[src/inc/sat_pkg.sv]
`default_nettype none
package sat_pkg;
	localparam int CLK_PERIOD_NS = 8;
	// select setup plus two internal clock edges, least persistence of a select level
	localparam int SETUP_NS      = 1425;
	localparam int SETUP_CYC     = (SETUP_NS + CLK_PERIOD_NS - 1) / CLK_PERIOD_NS;
	// longest conversion after the sampling window
	localparam int CONV_NS       = 21000;
	localparam int CONV_CYC      = CONV_NS / CLK_PERIOD_NS;
	localparam int RES_BITS      = 10;
	localparam int AIN_W         = 12;
	// one spare step slot keeps the load and clamp cycles inside the bound
	localparam int STEP_CYC      = CONV_CYC / (RES_BITS + 1);
	localparam int SAMPLE_FALL   = 3;
	localparam int LAST_FALL     = 10;
	localparam int MAX_FALLS     = 16;
	localparam int FALL_W        = 5;
	localparam int FILT_W        = 8;
	localparam int STEP_W        = 8;
	localparam int IDX_W         = 4;
	localparam int AGE_W         = 12;

	typedef logic [RES_BITS-1:0] sat_code_t;
	typedef logic [AIN_W-1:0]    sat_level_t;

	typedef enum logic [2:0] {
		ST_IDLE    = 3'h1,
		ST_ACCESS  = 3'h2,
		ST_CONVERT = 3'h4
	} sat_state_t;
endpackage : sat_pkg
`default_nettype wire

[src/inc/sat_conv_if.sv]
`timescale 1ns/100ps
`default_nettype none
interface sat_conv_if;
	import sat_pkg::*;
	logic       start;
	logic       abort;
	sat_level_t sample;
	sat_level_t ref_hi;
	sat_level_t ref_lo;
	logic       busy;
	logic       done;
	sat_code_t  code;

	modport ctl (output start, output abort, output sample, output ref_hi, output ref_lo,
		input busy, input done, input code);
	modport sar (input start, input abort, input sample, input ref_hi, input ref_lo,
		output busy, output done, output code);
endinterface : sat_conv_if
`default_nettype wire

[src/hw/sat_readout.sv]
`timescale 1ns/100ps
`default_nettype none
// What this block and its host must do
// RL1: inputs above upper reference give all ones, below lower reference all zeros.
// RL2: host gives a rising clock within 9.5 us after tenth fall on long transfers.
// RL3: shift clock ignored until select low has persisted the setup interval.
// RL4: host waits the select setup interval before clocking data.
// RL5: sampling runs from third to tenth falling shift-clock edge.
// RL6: conversion after sampling ends within 21 us.
// RL7: host aborts by lowering select within 9 us of tenth fall.
// RL8: select change accepted only after persisting 1.425 us.
// RL9: select low drives data output with msb within 1.3 us.
// RL10: select high releases data output within 180 ns.
// RL11: accepted select fall starts a cycle and aborts any running one.
// RL12: aborted cycle keeps the previous result.
// RL13: host starts new transfer only after conversion has finished.
// RL14: previous result shifts out msb first, one bit per fall, then zeros.
// RL15: after tenth fall convert on internal clock, then load result.
module sat_readout (
	// clock and reset
	input  wire logic           clock,
	input  wire logic           sys_rst,
	// serial pins
	input  wire logic           cs_n_pin,
	input  wire logic           io_clk_pin,
	output var  logic           data_out,
	output var  logic           data_oe,
	// analog levels as codes
	input  wire sat_pkg::sat_level_t ain_level,
	input  wire sat_pkg::sat_level_t ref_hi_level,
	input  wire sat_pkg::sat_level_t ref_lo_level
);
	import sat_pkg::*;

	sat_conv_if cv ();

	logic              cs_m_q, cs_s_q, io_m_q, io_s_q, io_d_q;
	logic [3*AIN_W-1:0] lv_m_q, lv_s_q;
	logic              cs_filt_q;
	logic [FILT_W-1:0] stable_q;
	sat_state_t        state_q;
	logic [FALL_W-1:0] fall_q;
	logic              start_q, abort_q;
	sat_level_t        sample_q;
	sat_code_t         result_q, sh_q;
	logic              dout_q, oe_q;
	logic [AGE_W-1:0]  age_q;
	logic              tail_q;
	logic              io_fall, filt_hit, acc_fall, acc_rise, tenth;

	// two-stage synchronisers for every pin
	always_ff @(posedge clock) begin
		if (sys_rst) begin
			cs_m_q <= 1'b1;
			cs_s_q <= 1'b1;
			io_m_q <= 1'b0;
			io_s_q <= 1'b0;
			io_d_q <= 1'b0;
			lv_m_q <= '0;
			lv_s_q <= '0;
		end else begin
			cs_m_q <= cs_n_pin;
			cs_s_q <= cs_m_q;
			io_m_q <= io_clk_pin;
			io_s_q <= io_m_q;
			io_d_q <= io_s_q;
			lv_m_q <= {ain_level, ref_hi_level, ref_lo_level};
			lv_s_q <= lv_m_q;
		end
	end

	assign io_fall  = io_d_q && !io_s_q;
	assign filt_hit = (cs_s_q != cs_filt_q) && stable_q == FILT_W'(SETUP_CYC - 1);
	assign acc_fall = filt_hit && !cs_s_q;
	assign acc_rise = filt_hit && cs_s_q;
	// a select change accepted in the same cycle wins, so no start without the convert state
	assign tenth    = state_q == ST_ACCESS && io_fall && fall_q == FALL_W'(LAST_FALL - 1) && !filt_hit;

	// a select glitch shorter than the setup interval never reaches the sequencer
	always_ff @(posedge clock) begin
		if (sys_rst) begin
			cs_filt_q <= 1'b1;
			stable_q  <= '0;
		end else if (cs_s_q == cs_filt_q) begin
			stable_q <= '0;
		end else if (filt_hit) begin
			cs_filt_q <= cs_s_q; // RL8
			stable_q  <= '0;
		end else begin
			stable_q <= stable_q + FILT_W'(1);
		end
	end

	always_ff @(posedge clock) begin
		if (sys_rst) begin
			state_q <= ST_IDLE;
		end else if (acc_fall) begin
			state_q <= ST_ACCESS; // RL11
		end else begin
			case (state_q)
				ST_ACCESS: begin
					if (acc_rise)
						state_q <= ST_IDLE;
					else if (tenth)
						state_q <= ST_CONVERT; // RL15
				end
				ST_CONVERT: begin
					if (cv.done)
						state_q <= ST_IDLE;
				end
				default: state_q <= ST_IDLE;
			endcase
		end
	end

	// shift clock counted only while select is accepted low
	always_ff @(posedge clock) begin
		if (sys_rst || acc_fall) begin
			fall_q <= '0;
		end else if (state_q == ST_ACCESS && io_fall && fall_q != FALL_W'(MAX_FALLS)) begin
			fall_q <= fall_q + FALL_W'(1); // RL3
		end
	end

	// sample tracks the input from the third fall and freezes on the tenth
	always_ff @(posedge clock) begin
		if (sys_rst) begin
			sample_q <= '0;
		end else if (state_q == ST_ACCESS && fall_q >= FALL_W'(SAMPLE_FALL)
			&& fall_q < FALL_W'(LAST_FALL)) begin
			sample_q <= lv_s_q[3*AIN_W-1:2*AIN_W]; // RL5
		end
	end

	always_ff @(posedge clock) begin
		if (sys_rst) begin
			start_q <= 1'b0;
			abort_q <= 1'b0;
		end else begin
			start_q <= tenth; // RL15
			abort_q <= acc_fall && state_q == ST_CONVERT; // RL11
		end
	end

	// abort wins over a completion in the same cycle, so the old result survives
	always_ff @(posedge clock) begin
		if (sys_rst) begin
			result_q <= '0;
		end else if (state_q == ST_CONVERT && cv.done && !acc_fall) begin
			result_q <= cv.code; // RL12
		end
	end

	// output enable follows the synchronised pin, not the filter, to meet enable time
	always_ff @(posedge clock) begin
		if (sys_rst) begin
			oe_q   <= 1'b0;
			dout_q <= 1'b0;
			sh_q   <= '0;
		end else begin
			oe_q   <= !cs_s_q; // RL9 RL10
			dout_q <= cs_s_q ? 1'b0 : sh_q[RES_BITS-1];
			if (cs_s_q)
				sh_q <= result_q;
			else if (state_q == ST_ACCESS && io_fall)
				sh_q <= {sh_q[RES_BITS-2:0], 1'b0}; // RL14
		end
	end

	always_ff @(posedge clock) begin
		if (sys_rst || state_q != ST_CONVERT)
			age_q <= '0;
		else
			age_q <= age_q + AGE_W'(1);
	end

	// marks the stretch from the tenth fall until select is seen high again
	always_ff @(posedge clock) begin
		if (sys_rst || cs_s_q)
			tail_q <= 1'b0;
		else if (tenth)
			tail_q <= 1'b1;
	end

	assign cv.start  = start_q;
	assign cv.abort  = abort_q;
	assign cv.sample = sample_q;
	assign cv.ref_hi = lv_s_q[2*AIN_W-1:AIN_W];
	assign cv.ref_lo = lv_s_q[AIN_W-1:0];
	assign data_out  = dout_q;
	assign data_oe   = oe_q;

	sat_sar u_sar (
		.clock   (clock),
		.sys_rst (sys_rst),
		.cv      (cv.sar)
	);
endmodule : sat_readout
`default_nettype wire

[src/hw/sat_sar.sv]
`timescale 1ns/100ps
`default_nettype none
module sat_sar (
	// clock and reset
	input wire logic clock,
	input wire logic sys_rst,
	// conversion control
	sat_conv_if.sar  cv
);
	import sat_pkg::*;

	logic                  busy_q;
	logic [IDX_W-1:0]      idx_q;
	logic [STEP_W-1:0]     step_q;
	sat_code_t             trial_q;
	sat_code_t             code_q;
	logic                  done_q;
	sat_code_t             weight;
	sat_code_t             probe;
	logic [AIN_W+RES_BITS-1:0] prod;
	logic [AIN_W:0]        level;
	logic                  keep;

	assign weight = sat_code_t'(1) << idx_q;
	assign probe  = trial_q | weight;
	assign prod   = probe * (cv.ref_hi - cv.ref_lo);
	assign level  = {1'b0, cv.ref_lo} + {1'b0, prod[AIN_W+RES_BITS-1:RES_BITS]};
	assign keep   = {1'b0, cv.sample} >= level;

	// successive approximation, one bit per step slot, msb first
	always_ff @(posedge clock) begin
		if (sys_rst || cv.abort) begin
			busy_q  <= 1'b0;
			idx_q   <= '0;
			step_q  <= '0;
			trial_q <= '0;
		end else if (cv.start) begin
			busy_q  <= 1'b1;
			idx_q   <= IDX_W'(RES_BITS - 1);
			step_q  <= '0;
			trial_q <= '0;
		end else if (busy_q) begin
			if (step_q == STEP_W'(STEP_CYC - 1)) begin // RL6
				step_q <= '0;
				if (keep)
					trial_q <= probe;
				if (idx_q == '0)
					busy_q <= 1'b0;
				else
					idx_q <= idx_q - IDX_W'(1);
			end else begin
				step_q <= step_q + STEP_W'(1);
			end
		end
	end

	// result clamp at the reference rails
	always_ff @(posedge clock) begin
		if (sys_rst || cv.abort) begin
			done_q <= 1'b0;
			code_q <= '0;
		end else begin
			done_q <= busy_q && idx_q == '0 && step_q == STEP_W'(STEP_CYC - 1);
			if (busy_q && idx_q == '0 && step_q == STEP_W'(STEP_CYC - 1)) begin
				if (cv.sample >= cv.ref_hi)
					code_q <= '1; // RL1
				else if (cv.sample <= cv.ref_lo)
					code_q <= '0; // RL1
				else
					code_q <= keep ? probe : trial_q;
			end
		end
	end

	assign cv.busy = busy_q;
	assign cv.done = done_q;
	assign cv.code = code_q;
endmodule : sat_sar
`default_nettype wire

[config.mk]
export PLATFORM = sky130hd
export DESIGN_NAME = sat_readout
export DESIGN_NICKNAME = d
export VERILOG_FILES = /design/src/inc/sat_pkg.sv /design/src/inc/sat_conv_if.sv /design/src/hw/sat_readout.sv /design/src/hw/sat_sar.sv
export SDC_FILE = /design/constraint.sdc
export NUM_CORES = 1
export LEC_CHECK = 0
export BUFFER_PORTS_ARGS = -buffer_cell sky130_fd_sc_hd__buf_4
export CORE_ASPECT_RATIO = 1.25
export CORE_MARGIN = 8
export CORE_UTILIZATION = 45
export CTS_BUF_LIST = sky130_fd_sc_hd__clkbuf_4
export DETAILED_ROUTE_END_ITERATION = 6
export GPL_TIMING_DRIVEN = 0
export HOLD_SLACK_MARGIN = 0.1
export PLACE_DENSITY_LB_ADDON = 0.15
export SETUP_SLACK_MARGIN = 0.02
export SLEW_MARGIN = 10
export SYNTH_ARGS = -nofsm -noshare
export SYNTH_HDL_FRONTEND = slang
export SYNTH_SLANG_ARGS = --single-unit
[constraint.sdc]
create_clock -name clock -period 18.8 [get_ports clock]
set_clock_uncertainty 0.2 [all_clocks]
set_input_delay 3.76 -clock clock [delete_from_list [all_inputs] [get_ports clock]]
set_output_delay 3.76 -clock clock [all_outputs]
set_load 0.1 [all_outputs]
==> out/summary.txt, run 1 <==
Inst Count DP: 1,663
XOR/XNOR Fraction of Synth Area: 4.52%
DRT antenna net count: 0
Inserted Clock Buffers: 17
RD Place Congestion: 0.846
Gr usage total: 17.2%
Post-route insts no fill: 1,696
Multi-input logic area: 7630 um2
Yosys reg bits: 164
Netlist cell types: 55
Maxcap violations: 0
Max-slew violations: 0
Register area: 3280 um2
Die area: 31,200 um2
WP data arrival: 11,200 ps
CTS tree: built
Pin count of the biggest net entering global routing: 17
I/O pins: 42
Core ar.: 25,300 um2
Synthesis-to-layout area growth: 8.44%
Post-Route Setup TNS: 0 ps
Final min period: 10,920 ps
CTS Root Cell: clkbuf_4
Core Rows: 65
Rel. slew slack: 19.9%
Most frequent CP cell: fa_1
Post-synthesis compound-gate area fraction: 8.42%
Initial antenna violation count: 1
Count of flip-flops with a built-in enable after synthesis: 0
Fmax: 0.0916 GHz
Routed vias: 8,487
Worst-path clk slew: 130 ps
Hold WC Path Type: reg2reg
CP Class: reg2reg
Worst Path Required: 19,080 ps
Sink Count: 164
Number of global-route vias before repair: 8,706
Final setup fails: 0
Async set-or-reset flop fraction in the synthesized netlist: 0%
CP endpoint kind: flop
Router iterations before antenna repair: 4
Die W: 160 um
Synth Area in Simple Gates: 20.3%
Avg Vias per Cell: 5.00
Syn avg cell area: 9.02 um2
Worst path max stage delay: 540 ps
Status: complete, no violations
Post-CTS Setup Inserts: 0
Skew-Pair Late Insertion Delay: 570 ps
Post-Synth Adder-Cell Area: 30.6%
Largest family of logic cells by synthesized area: adder cells
Sequential area share after synthesis: 28.3%
Syn_nets: 1,544
Global-route wire length before repair: 43,400 um
Post-DR wirelength/cell: 15.1 um
Final Cycle Share: 58.1%
Pwr dens: 54.7 nW/um2
Initial Utilization: 45.9%
Global route overflow: 0
Number of H-tree levels: 4
Post-DP HPWL: 21,100 um
Slew @ Worst Pin: 1190 ps
Initial DRC count: 337
Max FO, Critical Path: 9
Chip height: 196 um
Max VDD drop: 0.0000505 V
Clock tree buffer depth: 2
CP max-delay cell: xor2_1
Final hold vios: 0
Layout cells sized above 1: 6.99%
Post-route DRC: 0
# nets final: 1,604
Yosys warning total: 0
Primary FF master, synth: dfxtp_1
Unrepaired setup endpoints after global routing: no
# fillers: 2,487
Final wirelength: 25,600 um
Leakage Power: 5.77 nW
Cells after Synth: 1,287
CTS-repair resized insts: 0
Post-CTS Hold Fix Bufs: 0
Total Power: 0.000689 W
Post-synthesis mux area share: 1.98%
Startpoint Class: flop
PortBufs: 41
Area of the mapped netlist: 11,600 um2
==> synth_stat cells, drive strengths merged, types with 2 or more instances <==
cell type | instances | area (um2)
nor2 | 168 | 633
dfxtp | 164 | 3280
inv | 148 | 556
fa | 111 | 2220
ha | 106 | 1330
nand2 | 97 | 364
nor2b | 94 | 588
a21oi | 62 | 310
o21ai | 40 | 200
xnor2 | 37 | 332
clkbuf | 30 | 113
nand2b | 25 | 156
mux2i | 23 | 230
xor2 | 22 | 193
nor3 | 20 | 100
a21o | 14 | 105
nand4 | 14 | 87.6
or2 | 14 | 87.6
nand3 | 13 | 65.1
o21a | 13 | 97.6
or3 | 9 | 56.3
a211oi | 6 | 50.1
a31oi | 6 | 37.5
and3 | 5 | 31.3
and2 | 4 | 25.0
and4 | 4 | 35.0
buf | 4 | 20.0
nor3b | 3 | 27.5
nor4 | 3 | 18.8
o211ai | 3 | 27.5
o22ai | 3 | 18.8
a41o | 2 | 20.0
nand3b | 2 | 15.0
nor4b | 2 | 17.5
o211a | 2 | 20.0
o21bai | 2 | 15.0
or4 | 2 | 15.0
==> critical path, delay by kind of cell, from the launching register on <==
| kind | cells | cell delay [ps] |
|---|---|---|
| AOI/OAI and AO/OA | 15 | 3480 |
| xor gates and xnor gates | 3 | 900 |
| adders and majority gates | 11 | 4260 |
| buffers and inverters | 5 | 240 |
| DFF | 1 | 420 |
| and+or+nand+nor | 6 | 1320 |
==> report_power, final <==
part / total [W] / internal (W) / switching [W]
clock network: 0.000186 / 0.0000652 / 0.000121
registers: 0.000358 / 0.000355 / 0.00000276
logic: 0.000145 / 0.0000572 / 0.0000881
==> flip-flops by register name, summed over array words and instances (netlist names), 4 cells and up <==
register and cells:
result_q 10, sh_q 10, u_sar.trial_q 10, u_sar.cv.code 10, u_sar.step_q 8, lv_s_q 36
cv.sample 12, fall_q 5, u_sar.idx_q 4, stable_q 8, lv_m_q 36
==> metal layers <==
layer,GRT usage (%),routed length (um),vias to the layer above,part of all wire (%)
li1,-,-,4270,-
met1,21.5,11800,4004,46
met2,28.0,11900,153,47
met3,2.99,773,60,3.0
met4,8.82,1120,0,4.4
met5,0,0,-,0
==> stage by stage <==
stage	hold WS (ps)	utilization [%]	setup slack [ps]	cell area (um2)
finish	228	49.8	7880	12600
global route	257	49.8	7190	12600
CTS	235	49.7	7820	12600
detailed placement	205	48.8	7910	12300
global placement	194	48.8	7980	12300
floorplan	189	-	9780	11600
==> final timing paths <==
path | startpoint | endpoint | slack (ps) | cells past startpoint
setup reg to reg | lv_s_q[0] | u_sar.trial_q[9] | 7880 | 40
hold / removal | cs_m_q | cs_s_q | 230 | 1
hold reg to reg | cs_m_q | cs_s_q | 230 | 1
setup / recovery | lv_s_q[0] | u_sar.trial_q[9] | 7880 | 40
==> kinds of logic (layout without fill, tap and decap cells) <==
group | after synthesis | after routing
and+or+nand+nor | 482 | 482
adders and majority gates | 217 | 217
buffers and inverters | 182 | 255
DFF | 164 | 164
AOI/OAI and AO/OA | 160 | 160
xor gates and xnor gates | 59 | 59
muxes | 23 | 23
other | 0 | 1
==> placed cells by master, fill, tap and decap left out, types with 6 or more instances in the layout <==
cell type	synthesis	layout
nor2_1	167	167
dfxtp_1	164	164
inv_1	148	148
fa_1	111	111
ha_1	106	106
nand2_1	97	97
nor2b_1	94	94
a21oi_1	62	62
buf_4	0	41
o21ai_0	38	38
xnor2_1	36	36
clkbuf_1	30	30
nand2b_1	25	25
mux2i_1	23	23
xor2_1	22	22
nor3_1	20	20
clkbuf_4	0	18
a21o_1	14	14
nand4_1	14	14
nand3_1	13	13
o21a_1	13	13
or2_2	12	12
or3_1	9	9
a31oi_1	6	6
clkinvlp_4	0	6
==> area by class of cell <==
type / instances / share of cell area, %
Antenna cell: 1 / 0.0199
Buffer: 34 / 1.05
Clock buffer: 18 / 1.07
Clock inverter: 14 / 0.915
Inverter: 148 / 4.41
Multi-Input combinational cell: 941 / 60.7
Sequential cell: 164 / 26.1
Tap cell: 335 / 3.33
Timing Repair Buffer: 41 / 2.45
Note: power is estimated with default switching activity, not from simulation.
==> run 2, diff against run 1 <==
==> constraint.sdc (replaced) <==
create_clock -name clock -period 9.19 [get_ports clock]
set_clock_uncertainty 0.2 [all_clocks]
set_input_delay 1.838 -clock clock [delete_from_list [all_inputs] [get_ports clock]]
set_output_delay 1.838 -clock clock [all_outputs]
set_load 0.1 [all_outputs]
==> run 2 against run 1 <==
  * The flow now finishes with violations (negative setup slack)
  * Register-to-register slack got worse by 8000 ps
  * Clock power rose by 100%
  * Sequential power up 100%
  * Power increased by 120%
  * Hold slack improved by 0.51 ps
  * Worst setup slack lost 8000 ps
  * Fmax up 17%
  * Largest power group unchanged
  * Core utilization increased by 3.7 points
  * Critical endpoint is now u_sar.trial_q[6]
  * Global-route usage grew 0.48 points
  * Cell count increased by 2.5%
  * Non-clock buffer count is 43 higher
==> out/summary.txt, run 2 (synthesis gave the netlist of run 1 again) <==
Final wirelength: 26,600 um (was 25,600 um)
Post-DP HPWL: 21,100 um (unchanged)
WP data arrival: 9600 ps (was 11,200 ps)
Highest-count cells in the layout ignoring fill and taps: dfxtp_1 (161), nor2_1 (160), inv_1 (136) (was nor2_1 (167), dfxtp_1 (164), inv_1 (148))
Die area: 31,200 um2 (unchanged)
Commonest non-fill, non-tap cell in the layout: dfxtp_1 (was nor2_1)
Max-slew violations: 0 (unchanged)
Startpoint Class: flop (unchanged)
Gr usage total: 17.6% (was 17.2%)
Pin count of the biggest net entering global routing: 17 (unchanged)
DRT antenna net count: 0 (unchanged)
Die W: 160 um (unchanged)
Rel. slew slack: 19.3% (was 19.9%)
Multi-input logic area: 8220 um2 (was 7630 um2)
Register area: 3290 um2 (was 3280 um2)
Status: finished with violations (was complete, no violations)
Final setup fails: 9 (was 0)
WHS Path Cells: 1 (unchanged)
Worst-path clk slew: 120 ps (was 130 ps)
CP max-delay cell: fa_1 (was xor2_1)
Sw Pwr: 0.000476 W (was 0.000211 W)
Skew-Pair Late Insertion Delay: 580 ps (was 570 ps)
Post-DR wirelength/cell: 15.3 um (was 15.1 um)
Most frequent CP cell: fa_1 (unchanged)
# nets final: 1,647 (was 1,604)
Logic pwr share: 27.3% (was 21.1%)
RD Place Congestion: 0.846 (unchanged)
Initial antenna violation count: 1 (unchanged)
Final hold vios: 0 (unchanged)
Final Cycle Share: 101% (was 58.1%)
Hold WC Path Type: reg2reg (unchanged)
Post-Route Setup TNS: -779 ps (was 0 ps)
Final min period: 9290 ps (was 10,920 ps)
Synthesis-to-layout area growth: 16.6% (was 8.44%)
Pwr dens: 113 nW/um2 (was 54.7 nW/um2)
Routed vias: 8,762 (was 8,487)
Max VDD drop: 0.000105 V (was 0.0000505 V)
Flop2flop setup slack: -100 ps (was 7880 ps)
Unrepaired setup endpoints after global routing: yes (was no)
Router iterations before antenna repair: 5 (was 4)
Leakage Power: 6.07 nW (was 5.77 nW)
Worst path max stage delay: 530 ps (was 540 ps)
Core ar.: 25,300 um2 (unchanged)
Global-route wire length before repair: 44,600 um (was 43,400 um)
Maxcap violations: 0 (unchanged)
Inserted Clock Buffers: 17 (unchanged)
Worst Path Required: 9500 ps (was 19,080 ps)
Slew @ Worst Pin: 1200 ps (was 1190 ps)
Sink Count: 164 (unchanged)
Top flop regs: lv_m_q: 36 flops, lv_s_q: 36 flops, cv.sample: 12 flops (unchanged)
Layout cells sized above 1: 16.6% (was 6.99%)
I/O pins: 42 (unchanged)
# fillers: 2,412 (was 2,487)
Reg2reg path depth: 42 (was 40)
Clock tree buffer depth: 2 (unchanged)
Worst Setup Slack, final: -103 ps (was 7880 ps)
CTS tree: built (unchanged)
Number of global-route vias before repair: 9,007 (was 8,706)
Sequential share of power: 47.9% (was 51.9%)
Max FO, Critical Path: 5 (was 9)
Number of H-tree levels: 4 (unchanged)
Switching Share: 31.1% (was 30.7%)
Worst Hold Margin: 229 ps (was 228 ps)
CTS Root Cell: clkbuf_4 (unchanged)
Core Rows: 65 (unchanged)
CP Class: reg2reg (unchanged)
CP endpoint kind: flop (unchanged)
Avg Vias per Cell: 5.04 (was 5.00)
Clock power share: 24.8% (was 27.0%)
Total Power: 0.00153 W (was 0.000689 W)
Global route overflow: 0 (unchanged)
P_int: 0.00105 W (was 0.000478 W)
Initial Utilization: 45.9% (unchanged)
Fmax: 0.108 GHz (was 0.0916 GHz)
Initial DRC count: 402 (was 337)
PortBufs: 41 (unchanged)
Failing checks: negative setup slack
Post-route DRC: 0 (unchanged)
Chip height: 196 um (unchanged)
==> run 2: what timing repair did <==
item                                    CTS  global route
hold endpoints to repair                  0             0
gates cloned                              1             0
pin swaps                                82            58
hold buffers                              0             0
endpoints found under the setup margin   14            14
gates resized for setup                 103            42
buffers inserted                         38             6
==> run 2: path summary, 6_finish.rpt <==
check        startpoint          endpoint
max          lv_s_q[12]  u_sar.trial_q[6]
max reg2reg  lv_s_q[12]  u_sar.trial_q[6]
min              cs_m_q            cs_s_q
min reg2reg      cs_m_q            cs_s_q
==> run 2: through the flow <==
| stage | instances | util, % | setup WS [ps] | instance area [um2] |
|---|---|---|---|---|
| after floorplan | 1287 | - | 174 | 11600 |
| after global placement | 1663 | 48.8 | -1630 | 12300 |
| after detailed placement | 1663 | 48.8 | -1700 | 12300 |
| after CTS | 1733 | 52.6 | -182 | 13300 |
| after global routing | 1739 | 53.5 | -459 | 13500 |
| final | 1739 | 53.5 | -103 | 13500 |
==> run 2: layout make-up <==
type	count	share of cell area, %
timing repair buffer	85	4.86
inverter	148	4.14
clock buffer	18	0.999
sequential	164	24.3
clock inverter	14	0.851
antenna	1	0.0185
multi-input combinational	941	60.8
buffer	33	0.953
tap	335	3.10
==> run 2: power by group through the flow <==
stage	Combinational, W	Clock, W	Sequential (W)
finish	0.000417	0.000380	0.000732
global route	0.000456	0.000429	0.000735
CTS	0.000394	0.000399	0.000733
detailed placement	0.000299	0	0.000748
global placement	0.000296	0	0.000748
floorplan	0.000207	0	0.000747
==> run 2: worst max-delay path, delay by kind of cell (launching register included) <==
kind                     cells  cell delay [ps]
AO/OA/AOI/OAI               13             2540
XOR/XNOR                     2              330
adder cells (fa/ha/maj)     10             3810
flip-flops                   1              380
AND/OR/NAND/NOR              6              900
buffers and inverters       11             1030
==> run 2: layer usage <==
metal,share of wire (%),GRT usage [%],vias up
met1,45,21.8,4165
met4,4.0,8.19,0
met5,0,0,-
li1,-,-,4356
met2,48,29.6,180
met3,3.7,2.99,61
==> run 3, diff against run 2 <==
--- a/config.mk
+++ b/config.mk
@@ -11,7 +11,6 @@
 export CORE_UTILIZATION = 45
 export CTS_BUF_LIST = sky130_fd_sc_hd__clkbuf_4
 export DETAILED_ROUTE_END_ITERATION = 6
-export GPL_TIMING_DRIVEN = 0
 export HOLD_SLACK_MARGIN = 0.1
 export PLACE_DENSITY_LB_ADDON = 0.15
 export SETUP_SLACK_MARGIN = 0.02
==> run 3 against run 2 <==
  * The flow now finishes without violations
  * Die area did not move
  * Hold slack got worse by 9.4 ps
  * Count of clock-buffer cells in the layout shrank 1
  * Worst setup slack improved by 210 ps
  * Flip-flop and latch count did not move
  * Critical path depth is 1 lower
  * Design area about the same
  * First-iteration DRC count down 25%
  * Wire length fell by 1.1%
  * Combinational power shrank 6.0%
==> out/summary.txt, run 3 (synthesis gave the netlist of run 1 again) <==
Sequential share of power: 48.3% (was 47.9%)
Most Used Layer, Global Route: met2 (unchanged)
Final min period: 9080 ps (was 9290 ps)
Flop2flop setup slack: 110 ps (was -100 ps)
Grt met2 use: 31.0% (was 29.6%)
Reg2reg path depth: 41 (was 42)
DRT antenna net count: 0 (unchanged)
Final wirelength: 26,300 um (was 26,600 um)
Worst-path clk slew: 150 ps (was 120 ps)
Status: complete, no violations (was finished with violations)
Total Power: 0.00152 W (was 0.00153 W)
Pwr dens: 112 nW/um2 (was 113 nW/um2)
Post-CTS Hold Fix Bufs: 0 (unchanged)
Endpoint, Worst Hold: lv_s_q[15] (was cs_s_q)
Max VDD drop: 0.000131 V (was 0.000105 V)
Hold WC Path Type: reg2reg (unchanged)
Startpoint Class: flop (unchanged)
CP startpoint: lv_s_q[12] (unchanged)
Sw Pwr: 0.000471 W (was 0.000476 W)
Skew-Pair Late Insertion Delay: 570 ps (was 580 ps)
CP max-delay cell: fa_1 (unchanged)
Die area: 31,200 um2 (unchanged)
Initial Utilization: 45.9% (unchanged)
Worst min-delay path startpoint: lv_m_q[15] (was cs_m_q)
Post-Place Worst Slack: -101 ps (was -1700 ps)
Commonest non-fill, non-tap cell in the layout: nor2_1 (was dfxtp_1)
Post-Route Setup TNS: 0 ps (was -779 ps)
Maxcap violations: 0 (unchanged)
Initial antenna violation count: 1 (unchanged)
Fmax: 0.110 GHz (was 0.108 GHz)
Global-route wire length before repair: 44,600 um (about the same)
CTS Root Cell: clkbuf_4 (unchanged)
Post-route DRC: 0 (unchanged)
Worst Hold Margin: 220 ps (was 229 ps)
Final Cycle Share: 98.8% (was 101%)
Met1 Track Usage GR: 21.6% (was 21.8%)
Logic pwr share: 25.8% (was 27.3%)
Post-DP HPWL: 21,400 um (was 21,100 um)
M3 GR Usage: 2.34% (was 2.99%)
Worst Path Required: 9500 ps (about the same)
Max FO, Critical Path: 4 (was 5)
Number of global-route vias before repair: 8,961 (was 9,007)
Synthesis-to-layout area growth: 16.5% (was 16.6%)
R2R Path End: u_sar.trial_q[2] (was u_sar.trial_q[6])
CTS tree: built (unchanged)
CP Class: reg2reg (unchanged)
WP data arrival: 9390 ps (was 9600 ps)
Initial DRC count: 302 (was 402)
Routed vias: 8,611 (was 8,762)
FF-to-FF Start: lv_s_q[12] (unchanged)
CP endpoint kind: flop (unchanged)
Global route overflow: 0 (unchanged)
Core ar.: 25,300 um2 (unchanged)
Avg Vias per Cell: 4.93 (was 5.04)
Max-slew violations: 0 (unchanged)
WHS Path Cells: 1 (unchanged)
Unrepaired setup endpoints after global routing: yes (unchanged)
Inserted Clock Buffers: 17 (unchanged)
Top flop regs: lv_m_q: 36 flops, lv_s_q: 36 flops, cv.sample: 12 flops (unchanged)
Placed inst area: 12,700 um2 (was 12,300 um2)
Worst Setup Slack, final: 108 ps (was -103 ps)
Chip height: 196 um (unchanged)
Router iterations before antenna repair: 4 (was 5)
Pin count of the biggest net entering global routing: 112 (was 17)
Layout cells sized above 1: 17.7% (was 16.6%)
Highest-count cells in the layout ignoring fill and taps: nor2_1 (161), dfxtp_1 (159), inv_1 (137) (was dfxtp_1 (161), nor2_1 (160), inv_1 (136))
Switching Share: 31.0% (was 31.1%)
# fillers: 2,412 (unchanged)
Slew @ Worst Pin: 1050 ps (was 1200 ps)
Post-DR wirelength/cell: 15.1 um (was 15.3 um)
Clock tree buffer depth: 2 (unchanged)
# nets final: 1,653 (was 1,647)
Final setup fails: 0 (was 9)
Rel. slew slack: 30.1% (was 19.3%)
P_int: 0.00105 W (about the same)
RD Place Congestion: 0.873 (was 0.846)
Leakage Power: 6.18 nW (was 6.07 nW)
Clock power share: 25.9% (was 24.8%)
Core Rows: 65 (unchanged)
Fin area: 13,500 um2 (about the same)
PortBufs: 41 (unchanged)
Gr usage total: 17.5% (was 17.6%)
I/O pins: 42 (unchanged)
Number of H-tree levels: 4 (unchanged)
Die W: 160 um (unchanged)
Final hold vios: 0 (unchanged)
Sink Count: 164 (unchanged)
Worst path max stage delay: 510 ps (was 530 ps)
## run 3: worst max-delay path by stage
| stage | to | slack, ps | cells after the start |
|---|---|---|---|
| 2_1_floorplan | u_sar.trial_q[4] | 170 | 40 |
| 3_3_place_gp | u_sar.cv.code[0] | -10 | 40 |
| 3_5_place_dp | u_sar.cv.code[0] | -100 | 42 |
| 4_1_cts | u_sar.cv.code[0] | 30 | 40 |
| 5_1_grt | u_sar.trial_q[8] | -260 | 42 |
| 6_report | u_sar.trial_q[2] | 110 | 41 |
## run 3: critical path, delay by kind of cell, from the launching register on
kind | cells | cell delay (ps)
xor+xnor | 1 | 160
compound gates | 14 | 2630
fa+ha+maj | 10 | 3600
flops | 1 | 350
buf+inv | 8 | 720
simple gates | 8 | 1360
## run 3: power by group through the flow
stage / Clock [W] / Sequential, W / Combinational (W)
6_report: 0.000394 / 0.000733 / 0.000392
4_1_cts: 0.000412 / 0.000733 / 0.000348
3_5_place_dp: 0 / 0.000749 / 0.000338
3_3_place_gp: 0 / 0.000749 / 0.000334
2_1_floorplan: 0 / 0.000747 / 0.000207
5_1_grt: 0.000442 / 0.000735 / 0.000432
## run 3: layout make-up
class	instances	area, um2	area share, %
sequential	164	3290	24.3
timing repair buffer	124	955	7.06
inverter	148	556	4.11
clock buffer	17	128	0.944
multi-input combinational	941	8040	59.5
antenna	1	2.50	0.0185
tap	335	419	3.10
clock inverter	15	130	0.962
## run 3: through the flow
step | std cells | util (%)
finish | 1745 | 53.5
global route | 1745 | 53.5
CTS | 1730 | 51.5
detailed placement | 1696 | 50.2
global placement | 1696 | 50.2
floorplan | 1287 | -
## run 3: routing by layer
metal,vias to the layer above,wire length [um]
met5,-,0
met4,0,554
met3,34,505
met2,104,13300
met1,4117,12000
li1,4356,-
## run 3: repair_timing
| action | CTS | global route |
|---|---|---|
| setup buffers | 2 | 14 |
| setup endpoints to repair | 13 | 14 |
| cloned | 0 | 1 |
| pin swaps | 14 | 93 |
| gates resized for setup | 12 | 97 |
